File: src/power_resource_pkg.sv
package power_resource_pkg;

    // register indices; byte address is four times the index
    localparam logic [7:0] IDX_PAD_PULL   = 8'h1c;
    localparam logic [7:0] IDX_REFERENCE  = 8'h1d;
    localparam logic [7:0] IDX_BACKUP_REG = 8'h1e;
    localparam logic [7:0] IDX_IO_CONV    = 8'h20;

    localparam int ADDR_W = 8;
    localparam int DATA_W = 32;

    // pad pull control field positions
    localparam int PP_CTL_BUS_BIT   = 6;
    localparam int PP_SCALE_BUS_BIT = 5;
    localparam int PP_PWR_REQ_BIT   = 4;
    localparam int PP_SLEEP_BIT     = 3;
    localparam int PP_HOLD_BIT      = 2;
    localparam int PP_COLD_RST_BIT  = 1;
    localparam int PP_RST_OUT_BIT   = 0;
    localparam logic [7:0] PP_WR_MASK = 8'h7f;
    localparam logic [7:0] PP_RESET   = 8'h1f;

    // reference and backup regulator state fields
    localparam int ST_LSB = 0;
    localparam logic [1:0] REF_ST_RESET    = 2'h1;
    localparam logic [1:0] BACKUP_ST_RESET = 2'h1;
    localparam int BACKUP_MASK_BIT = 3;

    // io converter fields
    localparam int IO_ILIM_LSB = 6;
    localparam int IO_SEL_LSB  = 2;
    localparam logic [1:0] IO_ILIM_RESET = 2'h0;
    localparam logic [1:0] IO_ST_RESET   = 2'h0;

    // supply state encodings
    localparam logic [1:0] ST_OFF        = 2'h0;
    localparam logic [1:0] ST_ACTIVE     = 2'h1;
    localparam logic [1:0] ST_OFF_ALT    = 2'h2;
    localparam logic [1:0] ST_SLEEP      = 2'h3;

    // current limit encodings
    localparam logic [1:0] ILIM_0A6 = 2'h0;
    localparam logic [1:0] ILIM_1A0 = 2'h1;

    // voltage select encodings
    localparam logic [1:0] VSEL_1V5 = 2'h0;
    localparam logic [1:0] VSEL_1V8 = 2'h1;
    localparam logic [1:0] VSEL_2V5 = 2'h2;
    localparam logic [1:0] VSEL_3V3 = 2'h3;

    localparam logic [1:0] RESP_OKAY   = 2'h0;
    localparam logic [1:0] RESP_SLVERR = 2'h2;

    typedef enum logic [1:0] {
        LIM_0A6 = 2'h0,
        LIM_1A0 = 2'h1,
        LIM_1A3 = 2'h2
    } current_limit_t;

    typedef struct packed {
        logic ctl_bus_pullup_en;
        logic scaling_bus_pullup_en;
        logic power_request_pullup_en;
        logic sleep_pad_pulldown_en;
        logic hold_pad_pulldown_en;
        logic cold_reset_pulldown_en;
        logic second_reset_out_pulldown_en;
    } pad_pull_t;

    typedef struct packed {
        logic [1:0]     current_limit_sel;
        current_limit_t current_limit;
        logic [1:0]     voltage_sel;
        logic [1:0]     supply_state;
        logic           enabled;
        logic           low_power;
    } io_conv_t;

    typedef struct packed {
        logic       full_load;
        logic       low_power;
        logic [1:0] state;
    } backup_reg_t;

endpackage

File: src/power_resource_control_regs.sv
// The AXI4-Lite interface to the registers was left to the implementer.
module power_resource_control_regs
    import power_resource_pkg::*;
(
    // clock and resets
    input  wire logic              clk,
    input  wire logic              reset,
    input  wire logic              turnoff_reset,
    // device condition and boot configuration
    input  wire logic              test_mode,
    input  wire logic              device_off,
    input  wire logic              device_backup,
    input  wire logic [1:0]        boot_io_voltage_sel,
    input  wire logic              boot_backup_full_load,
    // axi4-lite write address and data
    input  wire logic [ADDR_W-1:0] s_axi_awaddr,
    input  wire logic              s_axi_awvalid,
    output logic                   s_axi_awready,
    input  wire logic [DATA_W-1:0] s_axi_wdata,
    input  wire logic [3:0]        s_axi_wstrb,
    input  wire logic              s_axi_wvalid,
    output logic                   s_axi_wready,
    // axi4-lite write response
    output logic [1:0]             s_axi_bresp,
    output logic                   s_axi_bvalid,
    input  wire logic              s_axi_bready,
    // axi4-lite read
    input  wire logic [ADDR_W-1:0] s_axi_araddr,
    input  wire logic              s_axi_arvalid,
    output logic                   s_axi_arready,
    output logic [DATA_W-1:0]      s_axi_rdata,
    output logic [1:0]             s_axi_rresp,
    output logic                   s_axi_rvalid,
    input  wire logic              s_axi_rready,
    // pad and regulator controls
    output pad_pull_t              pad_pull,
    output logic [1:0]             reference_state,
    output backup_reg_t            backup_regulator,
    output io_conv_t               io_converter
);

    // byte address of a register index
    function automatic logic [ADDR_W-1:0] byte_addr(input logic [7:0] idx);
        logic [9:0] full;
        full = {idx, 2'b00};
        return full[ADDR_W-1:0];
    endfunction

    // decode an address into a one-hot register select
    function automatic logic [3:0] decode(input logic [ADDR_W-1:0] a);
        logic [3:0] sel;
        sel = 4'h0;
        if (a == byte_addr(IDX_PAD_PULL)) begin
            sel = 4'h1;
        end else if (a == byte_addr(IDX_REFERENCE)) begin
            sel = 4'h2;
        end else if (a == byte_addr(IDX_BACKUP_REG)) begin
            sel = 4'h4;
        end else if (a == byte_addr(IDX_IO_CONV)) begin
            sel = 4'h8;
        end
        return sel;
    endfunction

    // register storage
    logic [7:0]        pad_pull_r;
    logic [1:0]        ref_st_r;
    logic              backup_mask_r;
    logic [1:0]        backup_st_r;
    logic [1:0]        io_ilim_r;
    logic [1:0]        io_sel_r;
    logic [1:0]        io_st_r;

    // bus state
    logic              aw_held_r;
    logic [ADDR_W-1:0] aw_addr_r;
    logic              w_held_r;
    logic [7:0]        w_data_r;
    logic              w_lane0_r;
    logic              bvalid_r;
    logic [1:0]        bresp_r;
    logic              rvalid_r;
    logic [1:0]        rresp_r;
    logic [DATA_W-1:0] rdata_r;

    wire               general_rst = reset;
    // turn-off reset domain includes general reset
    wire               turnoff_rst = reset | turnoff_reset;

    // write channel handshakes
    wire               aw_take  = s_axi_awvalid & s_axi_awready;
    wire               w_take   = s_axi_wvalid & s_axi_wready;
    wire               aw_have  = aw_held_r | aw_take;
    wire               w_have   = w_held_r | w_take;
    wire               wr_fire  = aw_have & w_have & ~bvalid_r;
    wire [ADDR_W-1:0]  wr_addr  = aw_held_r ? aw_addr_r : s_axi_awaddr;
    wire [7:0]         wr_byte  = w_held_r ? w_data_r : s_axi_wdata[7:0];
    wire               wr_lane0 = w_held_r ? w_lane0_r : s_axi_wstrb[0];
    wire [3:0]         wr_sel   = decode(wr_addr);
    wire               wr_en    = wr_fire & wr_lane0;
    wire               wr_pad   = wr_en & wr_sel[0];
    wire               wr_ref   = wr_en & wr_sel[1];
    wire               wr_bak   = wr_en & wr_sel[2];
    wire               wr_io    = wr_en & wr_sel[3];

    assign s_axi_awready = ~aw_held_r & ~bvalid_r;
    assign s_axi_wready  = ~w_held_r & ~bvalid_r;
    assign s_axi_bvalid  = bvalid_r;
    assign s_axi_bresp   = bresp_r;

    // read channel
    wire               rd_take = s_axi_arvalid & s_axi_arready;
    wire [3:0]         rd_sel  = decode(s_axi_araddr);
    assign s_axi_arready = ~rvalid_r;
    assign s_axi_rvalid  = rvalid_r;
    assign s_axi_rresp   = rresp_r;
    assign s_axi_rdata   = rdata_r;

    wire [7:0]         rd_pad = pad_pull_r & PP_WR_MASK;
    wire [7:0]         rd_ref = {6'h00, ref_st_r};
    wire [7:0]         rd_bak = {4'h0, backup_mask_r, 1'b0, backup_st_r};
    wire [7:0]         rd_io  = {io_ilim_r, 2'b00, io_sel_r, io_st_r};
    wire [7:0]         rd_byte = rd_sel[0] ? rd_pad :
                                 rd_sel[1] ? rd_ref :
                                 rd_sel[2] ? rd_bak :
                                 rd_sel[3] ? rd_io  : 8'h00;

    // write address and data holding
    always_ff @(posedge clk) begin
        if (reset) begin
            aw_held_r <= 1'b0;
            aw_addr_r <= '0;
            w_held_r  <= 1'b0;
            w_data_r  <= 8'h00;
            w_lane0_r <= 1'b0;
        end else begin
            aw_held_r <= aw_have & ~wr_fire;
            w_held_r  <= w_have & ~wr_fire;
            if (aw_take) begin
                aw_addr_r <= s_axi_awaddr;
            end
            if (w_take) begin
                w_data_r  <= s_axi_wdata[7:0];
                w_lane0_r <= s_axi_wstrb[0];
            end
        end
    end

    // write response; unmapped address answers slverr
    always_ff @(posedge clk) begin
        if (reset) begin
            bvalid_r <= 1'b0;
            bresp_r  <= RESP_OKAY;
        end else if (wr_fire) begin
            bvalid_r <= 1'b1;
            bresp_r  <= (wr_sel == 4'h0) ? RESP_SLVERR : RESP_OKAY;
        end else if (s_axi_bready) begin
            bvalid_r <= 1'b0;
        end
    end

    // read response one cycle after address
    always_ff @(posedge clk) begin
        if (reset) begin
            rvalid_r <= 1'b0;
            rresp_r  <= RESP_OKAY;
            rdata_r  <= '0;
        end else if (rd_take) begin
            rvalid_r <= 1'b1;
            rresp_r  <= (rd_sel == 4'h0) ? RESP_SLVERR : RESP_OKAY;
            rdata_r  <= {24'h000000, rd_byte};
        end else if (s_axi_rready) begin
            rvalid_r <= 1'b0;
        end
    end

    // pad pull register, general reset domain
    always_ff @(posedge clk) begin
        if (general_rst) begin
            pad_pull_r <= PP_RESET;
        end else if (wr_pad) begin
            pad_pull_r <= wr_byte & PP_WR_MASK;
        end
    end

    // reference state, test mode writes only
    always_ff @(posedge clk) begin
        if (turnoff_rst) begin
            ref_st_r <= REF_ST_RESET;
        end else if (wr_ref & test_mode) begin
            ref_st_r <= wr_byte[ST_LSB +: 2];
        end
    end

    // backup mask, boot default, general reset domain
    always_ff @(posedge clk) begin
        if (general_rst) begin
            backup_mask_r <= boot_backup_full_load;
            backup_st_r   <= BACKUP_ST_RESET;
        end else if (wr_bak) begin
            backup_mask_r <= wr_byte[BACKUP_MASK_BIT];
            // state field held unless test mode
            if (test_mode) begin
                backup_st_r <= wr_byte[ST_LSB +: 2];
            end
        end
    end

    // io converter register, turn-off reset domain
    always_ff @(posedge clk) begin
        if (turnoff_rst) begin
            io_ilim_r <= IO_ILIM_RESET;
            io_sel_r  <= boot_io_voltage_sel;
            io_st_r   <= IO_ST_RESET;
        end else if (wr_io) begin
            io_ilim_r <= wr_byte[IO_ILIM_LSB +: 2];
            io_sel_r  <= wr_byte[IO_SEL_LSB +: 2];
            io_st_r   <= wr_byte[ST_LSB +: 2];
        end
    end

    // pad control outputs
    // control bus pullups
    assign pad_pull.ctl_bus_pullup_en            = pad_pull_r[PP_CTL_BUS_BIT];
    assign pad_pull.scaling_bus_pullup_en        = pad_pull_r[PP_SCALE_BUS_BIT];
    assign pad_pull.power_request_pullup_en      = pad_pull_r[PP_PWR_REQ_BIT];
    assign pad_pull.sleep_pad_pulldown_en        = pad_pull_r[PP_SLEEP_BIT];
    assign pad_pull.hold_pad_pulldown_en         = pad_pull_r[PP_HOLD_BIT];
    assign pad_pull.cold_reset_pulldown_en       = pad_pull_r[PP_COLD_RST_BIT];
    assign pad_pull.second_reset_out_pulldown_en = pad_pull_r[PP_RST_OUT_BIT];

    assign reference_state = ref_st_r;

    // backup regulator mode
    // backup forces low power
    wire bak_low = device_backup | (device_off & ~backup_mask_r);
    assign backup_regulator.low_power = bak_low;
    assign backup_regulator.full_load = ~bak_low;
    assign backup_regulator.state     = backup_st_r;

    // io converter decoded controls
    // current limit decode
    assign io_converter.current_limit_sel = io_ilim_r;
    assign io_converter.current_limit     = (io_ilim_r == ILIM_0A6) ? LIM_0A6 :
                                            (io_ilim_r == ILIM_1A0) ? LIM_1A0 : LIM_1A3;
    assign io_converter.voltage_sel       = io_sel_r;
    assign io_converter.supply_state      = io_st_r;
    // on for active or sleep codes
    assign io_converter.enabled           = (io_st_r == ST_ACTIVE) | (io_st_r == ST_SLEEP);
    assign io_converter.low_power         = (io_st_r == ST_SLEEP);

endmodule

File: config.mk
export PLATFORM = sky130hd
export DESIGN_NAME = power_resource_control_regs
export DESIGN_NICKNAME = d
export VERILOG_FILES = /design/src/power_resource_pkg.sv /design/src/power_resource_control_regs.sv
export SDC_FILE = /design/constraint.sdc
export NUM_CORES = 1
export LEC_CHECK = 0
export BUFFER_PORTS_ARGS = -buffer_cell sky130_fd_sc_hd__buf_2
export CAP_MARGIN = 15
export CORE_ASPECT_RATIO = 1.1
export CORE_MARGIN = 4
export CORE_UTILIZATION = 46
export CTS_CLUSTER_SIZE = 8
export DETAILED_ROUTE_END_ITERATION = 10
export GPL_TIMING_DRIVEN = 1
export HOLD_SLACK_MARGIN = 0.06
export PLACE_DENSITY = 0.8
export SYNTH_ARGS = -nofsm -noshare
export SYNTH_HDL_FRONTEND = slang
export SYNTH_SLANG_ARGS = --single-unit
File: constraint.sdc
create_clock -name clk -period 2.5 [get_ports clk]
set_clock_uncertainty 0.15 [all_clocks]
set_input_delay 0.5 -clock clk [delete_from_list [all_inputs] [get_ports clk]]
set_output_delay 0.5 -clock clk [all_outputs]
set_load 0.1 [all_outputs]
After elaboration in Yosys (flattened, before gate mapping)
Cells that the tools add are included.
Word-level totals
  bits in registers: 51
  input port bits: 66
  word-level logic and storage cells: 91
Cells by class
  equal/unequal tests: 11
  muxes and demuxes: 27
  bitwise operators: 28
  reduce and logical (&&, ||, !) cells: 8
Operators by type and width (number)
  8-bit by 7-bit equality test with 1-bit output, second input constant: 6
  8-bit 2-to-1 mux: 6
  4-bit 2-to-1 mux: 8
  1-bit AND: 16
  8-bit equality test, second input constant: 2
  2-bit 2-to-1 mux: 6
  4-bit zero test: 2
  2-bit nonzero test: 4
  1-bit 2-to-1 mux: 7
  1-bit NOT: 7
  1-bit bitwise OR: 5
  2-bit by 1-bit equality test with 1-bit output, second input constant: 2
  2-bit equality test, second input constant: 1
  2-bit zero test: 1
  2-bit AND reduction: 1

Depth between registers and ports, before layout
Gate-level depths: netlist of run 1.
  depth after elaboration: 10
  gate-level depth with buffers: 6
  depth with buffers taken out: 4

Worst setup path after synthesis of run 1
OpenSTA, ideal clock, no wires.
  kind: flip-flop to flip-flop
  start point: register bvalid_r (netlist: s_axi_bvalid)
  end point: register w_data_r[0]
  arrival: 2.834 ns
  data required time: 2.218 ns
  slack: -0.617 ns
  stages on the path, launching flop included: 5
  buffers on the path: 0
  clock period less this slack: 3.117 ns
  cell sequence: dfxtp_1 -> nor2_1 -> nand2_1 -> nand2_1 -> a21oi_1
Between the ends
  word-level cells in the longest chain between the ends: 3
RTL lines
  start, declared: RTL line power_resource_control_regs.sv:80  | logic bvalid_r;
  start signal, assigned: RTL line power_resource_control_regs.sv:152  | bvalid_r <= 1'b0;
  start signal, assigned: RTL line power_resource_control_regs.sv:155  | bvalid_r <= 1'b1;
  start signal, assigned: RTL line power_resource_control_regs.sv:158  | bvalid_r <= 1'b0;
  1-bit NOT: RTL line power_resource_control_regs.sv:107  | assign s_axi_wready = ~w_held_r & ~bvalid_r;
  1-bit AND: RTL line power_resource_control_regs.sv:107
  net s_axi_wready: RTL line power_resource_control_regs.sv:22  | output logic s_axi_wready,
  1-bit AND: RTL line power_resource_control_regs.sv:92  | wire w_take = s_axi_wvalid & s_axi_wready;
  end signal, assigned: RTL line power_resource_control_regs.sv:143  | w_data_r <= s_axi_wdata[7:0];
  end, declared: RTL line power_resource_control_regs.sv:78  | logic [7:0] w_data_r;
The timed path passes the listed nets, and every way through them passes these cells.
A chain may end at the register's enable or synchronous reset.

Worst setup path after layout of run 1
  start point: register w_held_r
  end point: register pad_pull_r[5]
Between the ends
  word-level cells in the longest chain between the ends: 8
  elaborated cells between the ends (all ways): 10
  classes of those cells: 2 x mux; 8 x bitwise
RTL lines
  start, declared: RTL line power_resource_control_regs.sv:77  | logic w_held_r;
  start signal, assigned: RTL line power_resource_control_regs.sv:138  | w_held_r <= w_have & ~wr_fire;
  1-bit NOT: RTL line power_resource_control_regs.sv:107
  1-bit AND: RTL line power_resource_control_regs.sv:107
  1-bit AND: RTL line power_resource_control_regs.sv:92
  1-bit bitwise OR: RTL line power_resource_control_regs.sv:94  | wire w_have = w_held_r | w_take;
  1-bit AND (2 in a row): RTL line power_resource_control_regs.sv:95  | wire wr_fire = aw_have & w_have & ~bvalid_r;
  1-bit AND: RTL line power_resource_control_regs.sv:100  | wire wr_en = wr_fire & wr_lane0;
  1-bit AND: RTL line power_resource_control_regs.sv:101  | wire wr_pad = wr_en & wr_sel[0];
  end signal, assigned: RTL line power_resource_control_regs.sv:182  | pad_pull_r <= wr_byte & PP_WR_MASK;
  end, declared: RTL line power_resource_control_regs.sv:66  | logic [7:0] pad_pull_r;
Parallel ways exist; a longest one is shown, timed or not.

==> impl_metrics.toml, run 1 <==
[timing]
setup_viol = 0
timing_hold_violations_final = 0
timing.fmax_mhz = 489.3
worst_slack_ns = 0.4565
min_period_ns = 2.044
slew_viol_final = 0
slew_headroom = 0.6326
timing.setup.tns_ns = 0
min_period_over_period = 0.8174
rsz0062_at_grt = "false"
worst_slew_pin_slew_ns = 0.5500

[route]
wl_mm = 5.810
ant_nets = 0
vias_per_cell = 4.943
routedWlPerCell_um = 12.80
routed-via-count = 2244
drt_iter0_drc = 71
route.detailed.drc = 0
drt-pass1-iter-count = 4

[clock_network]
cts_buffers = 5
clk_latency_ns = 0.30
cts_tree = "done"
clkTransAtPathRegs_ns = 0.09
clock_sinks = 49
clk_path_buf_depth = 2
post-cts-setup-buffer-count = 0
cts.repair.resized = 0
cts_hold_buf = 0
htreeDepth = 2
clock-root-buffer = "clkbuf_8"

[grt]
grt_pass1_vias = 2080
grt_usage = 0.1653
antenna_found_initial = 0
grt_max_degree = 28
overflow = 0
grt_pass1_wl_mm = 9.177

[yosys]
yosysWarnings = 0
synth_ff_type = "dfxtp_1"
synth-seq-cells = 49
syn_inst = 306
synth_seq_area_share = 0.3864
async_reset_ff_frac = 0
synth_cell_types = 48
yosys.area.top_type = "dfxtp_1"
synth_edf_count = 3
syn-cell-area_sq_um = 2616
synth_top_cell_area_share = 0.3520
synth_commonest_cells = "51 x nand2_1, 46 x dfxtp_1, 29 x nor2_1"
synth_most_common_cell = "nand2_1"
synth_area_per_cell_sq_um = 8.550
ys_top_cells_by_area = "dfxtp_1 35%, buf_4 7.7%, nand2_1 7.3%, mux2i_1 6.9%, a21oi_1 4.6%"

[worst_setup_path]
cp_max_fo = 8
cp-startpoint = "w_held_r"
r2r-start = "w_held_r"
cp_data_arrival_time_ns = 2.09
worst_setup_path_start_kind = "flip-flop"
required_ns = 2.54
critical_path_class = "flip-flop to flip-flop"
end_kind = "flip-flop"

[final_layout]
num_antenna_cells = 0
num-nets-final = 444
finish.utilization = 0.5618
area_growth_pct = 17.36
drive_gt1_frac = 0.2770

[floorplanning]
core_area_sq_um = 5465
num_rows = 28
start_util = 0.4787
die_h_um = 87.10
dieWidth_um = 79.91
dieArea_sq_um = 6959
ioPinCount = 130

[run]
maxCapViolCount = 0

[min_path]
hp-class = "input pin to flip-flop"
worstHoldStart = "s_axi_rready"

[status]
outcome = "finished clean"

[power]
p_sw_mw = 0.7656
p_seq_frac = 0.454
vdd.ir_drop.worst_uv = 396.0
p_clk_frac = 0.237
powerDensity_nw_per_um2 = 618.7
swShare = 0.4030
leakage_nw = 1.411
intPower_mw = 1.134
power_mw = 1.900
pwr-share-comb = 0.308

[place]
dpl_worst_slack_ns = 0.2995
place.gp.congestion = 0.8162
dp_hpwl_mm = 4.576
port-buffer-count = 76
==> cells in the final DEF (no fill, tap or decap), drive strengths merged, types with 5 or more instances in the layout <==
cell type / count
o21ai: 5
buf: 82
nand3: 5
inv: 6
conb: 26
mux2: 6
dfxtp: 46
nand2: 51
nor2b: 6
nor2: 30
nor3: 9
a21oi: 24
clkbuf: 6
mux2i: 18
nand2b: 11
==> state kept, by name, indices dropped and copies added, names as in the netlist, 2 cells and up <==
register and count:
pad_pull_r 7, io_sel_r 2, reference_state 2, s_axi_rdata 8, io_st_r 2, io_ilim_r 2, aw_addr_r 8, w_data_r 8
backup_st_r 2
==> metal layers <==
metal  track usage  part of all wire  vias to the layer above
met3       0.03106             0.072                        9
met4       0.06912             0.017                        0
met5             0                 0                        -
li1              -                 -                     1140
met2        0.2809              0.48                       78
met1        0.2040              0.44                     1017
==> logic make-up after synthesis <==
kind of cell | share of synthesized area
simple gates | 0.2707
compound gates | 0.1330
flops | 0.3864
buf+inv | 0.1095
mux | 0.09899
other cells | 0.001433
==> worst max-delay path: stages (launching register included) <==
cell      delay (ns)
dfxtp_1         0.58
o22ai_1         0.24
nor3_4          0.38
o211ai_4        0.24
mux2_4          0.34
==> area by class of cell <==
class,instances,area (sq um)
multi-input cells,234,1435
clock buffers,6,72.57
flip-flops and latches,49,1011
clock inverters,2,10.01
inverters,6,22.52
repair buffers,82,425.4
fillers,538,2395
well taps,75,93.84
==> power groups by stage <==
stage / combinational, mW / clock [mW] / sequential [mW]
after floorplan: 0.437 / 0 / 0.963
after global placement: 0.578 / 0 / 0.880
after detailed placement: 0.586 / 0 / 0.882
after CTS: 0.587 / 0.465 / 0.863
after global routing: 0.621 / 0.490 / 0.869
final: 0.586 / 0.451 / 0.863
==> stage by stage <==
step                      hold WS, ns  cells  cell area, sq um
after floorplan                0.2829    331              2735
after global placement         0.2859    446              2988
after detailed placement       0.2949    446              2988
after CTS                      0.2091    454              3070
after global routing           0.2207    454              3070
final                          0.2153    454              3070
==> final timing paths <==
path / endpoint / slack (ns) / depth (start not counted)
worst min register to register: s_axi_rdata[4] / 0.31 / 2
worst max register to register: pad_pull_r[5] / 0.46 / 4
worst min-delay path: s_axi_rvalid / 0.22 / 2
worst max-delay path: pad_pull_r[5] / 0.46 / 4
No activity file was read; power rests on OpenSTA's default activity.
==> run 2: changes to the inputs <==
Settings changed: ABC_AREA from default to 1, CORE_UTILIZATION 46 to 47, PLACE_DENSITY 0.8 to 0.81.
Clock period 2.5 ns to 2 ns, I/O delays scaled along.
==> impl_metrics.toml, run 2 <==
[grt]
antenna_found_initial = 0
grt_usage = 0.1769
overflow = 0
grt_max_degree = 18
grt_pass1_vias = 2301
grt_pass1_wl_mm = 9.963

[final_layout]
nFillCells = 544
instances_no_fill = 559
ff_latch_area_sq_um = 1020
final_cell_mix = "92 x nand2_1, 75 x buf_2, 52 x nor2_1"
num_antenna_cells = 0
drive_gt1_frac = 0.2789
final_area_sq_um = 3244
multi_input_area_sq_um = 1388
area_growth_pct = 18.84
mostFrequentLayoutCell = "nand2_1"
finish.utilization = 0.5899
num-nets-final = 549

[timing]
timing.setup.tns_ns = 0
min_period_ns = 1.877
min_period_over_period = 0.9386
slew_viol_final = 0
rsz0062_at_grt = "false"
setup_viol = 0
worst_slack_ns = 0.1228
timing_hold_violations_final = 0
timing.fmax_mhz = 532.7
fin_hold_ws_ns = 0.1358

[power]
power_mw = 2.639
leakage_nw = 1.722
vdd.ir_drop.worst_uv = 507.0
powerDensity_nw_per_um2 = 813.4

[yosys]
yosysWarnings = 0
synth_seq_area_share = 0.3703
yosys.area.top_type = "dfxtp_1"
synth-seq-cells = 49
synth_edf_count = 3
synth_most_common_cell = "nand2_1"
ys_top_cells_by_area = "dfxtp_1 34%, nand2_1 13%, nor2_1 7.6%, buf_4 7.4%, inv_1 6.6%"
syn-cell-area_sq_um = 2730
synth_area_per_cell_sq_um = 6.724
synth_commonest_cells = "93 x nand2_1, 55 x nor2_1, 48 x inv_1"
async_reset_ff_frac = 0
syn_inst = 406
synth_ff_type = "dfxtp_1"
synth_top_cell_area_share = 0.3373
synth_cell_types = 32

[floorplanning]
dieArea_sq_um = 7094
start_util = 0.4964
die_h_um = 87.94
num_rows = 28
ioPinCount = 130
core_area_sq_um = 5500
dieWidth_um = 80.67

[worst_setup_path]
required_ns = 1.45
worst_setup_path_start_kind = "flip-flop"
end_kind = "output pin"
cp_data_arrival_time_ns = 1.33
critical_path_class = "flip-flop to output pin"
cp_max_fo = 9

[route]
vias_per_cell = 4.671
routed-via-count = 2611
wl_mm = 6.309
routedWlPerCell_um = 11.29
drt-pass1-iter-count = 4
route.detailed.drc = 0
ant_nets = 0
drt_iter0_drc = 118

[clock_network]
clkTransAtPathRegs_ns = 0.09
cts_hold_buf = 0
cts_buffers = 5
clk_latency_ns = 0.31
clk_path_buf_depth = 2
clock-root-buffer = "clkbuf_8"
clock_sinks = 49
cts_tree = "done"
htreeDepth = 2

[run]
maxCapViolCount = 0

[place]
place.gp.congestion = 0.8410
dp_hpwl_mm = 5.058
port-buffer-count = 76
dp_cells = 551
dpl_cell_area_sq_um = 3148
dpl_worst_slack_ns = 0.1697

[status]
outcome = "finished clean"

[min_path]
hp-class = "input pin to flip-flop"
## run 2: worst max-delay path: stages, from the launching register on
cell and delay (ns):
dfxtp_1 0.51, buf_4 0.20, nor2_4 0.03, clkbuf_4 0.28
## run 2: final cells by class
| type | instances | area share |
|---|---|---|
| Multi-Input combinational cell | 290 | 0.4277 |
| Sequential cell | 49 | 0.3143 |
| Timing Repair Buffer | 85 | 0.1388 |
| Inverter | 52 | 0.06132 |
| Tap cell | 75 | 0.02892 |
| Clock buffer | 5 | 0.02121 |
| Clock inverter | 3 | 0.007713 |
## run 2: path summary, 6_finish.rpt
| check | from | endpoint | slack, ns | cells past startpoint |
|---|---|---|---|---|
| worst max-delay path | aw_held_r | s_axi_awready | 0.12 | 3 |
| worst min-delay path | s_axi_bready | s_axi_bvalid | 0.14 | 2 |
| worst max register to register | aw_held_r | io_sel_r[0] | 0.15 | 6 |
| worst min register to register | s_axi_bresp[1] | s_axi_bresp[1] | 0.31 | 2 |
## run 2: cell families after synthesis
group                  Yosys count  share of synthesized area
multiplexers                     2                   0.007333
buffers and inverters           92                     0.1691
flip-flops                      49                     0.3703
other                            1                   0.001374
AND/OR/NAND/NOR                204                     0.3391
AO/OA/AOI/OAI                   58                     0.1127
## run 2: where the power goes
part	internal [mW]	total, mW	switching (mW)
Combinational	0.187	0.923	0.735
Clock	0.253	0.609	0.356
Sequential	1.06	1.11	0.0511
## run 2: metal layers
layer / up-vias / wire length [um] / track usage
li1: 1365 / - / -
met1: 1156 / 2653 / 0.2173
met2: 78 / 3080 / 0.3050
met3: 12 / 442 / 0.03189
met4: 0 / 132 / 0.07220
met5: - / 0 / 0
## run 2: timing repair
action,4_1_cts,5_1_grt
endpoints found under the hold margin,0,0
gates resized for setup,0,1
endpoints found under the setup margin,0,1
setup buffers,0,0
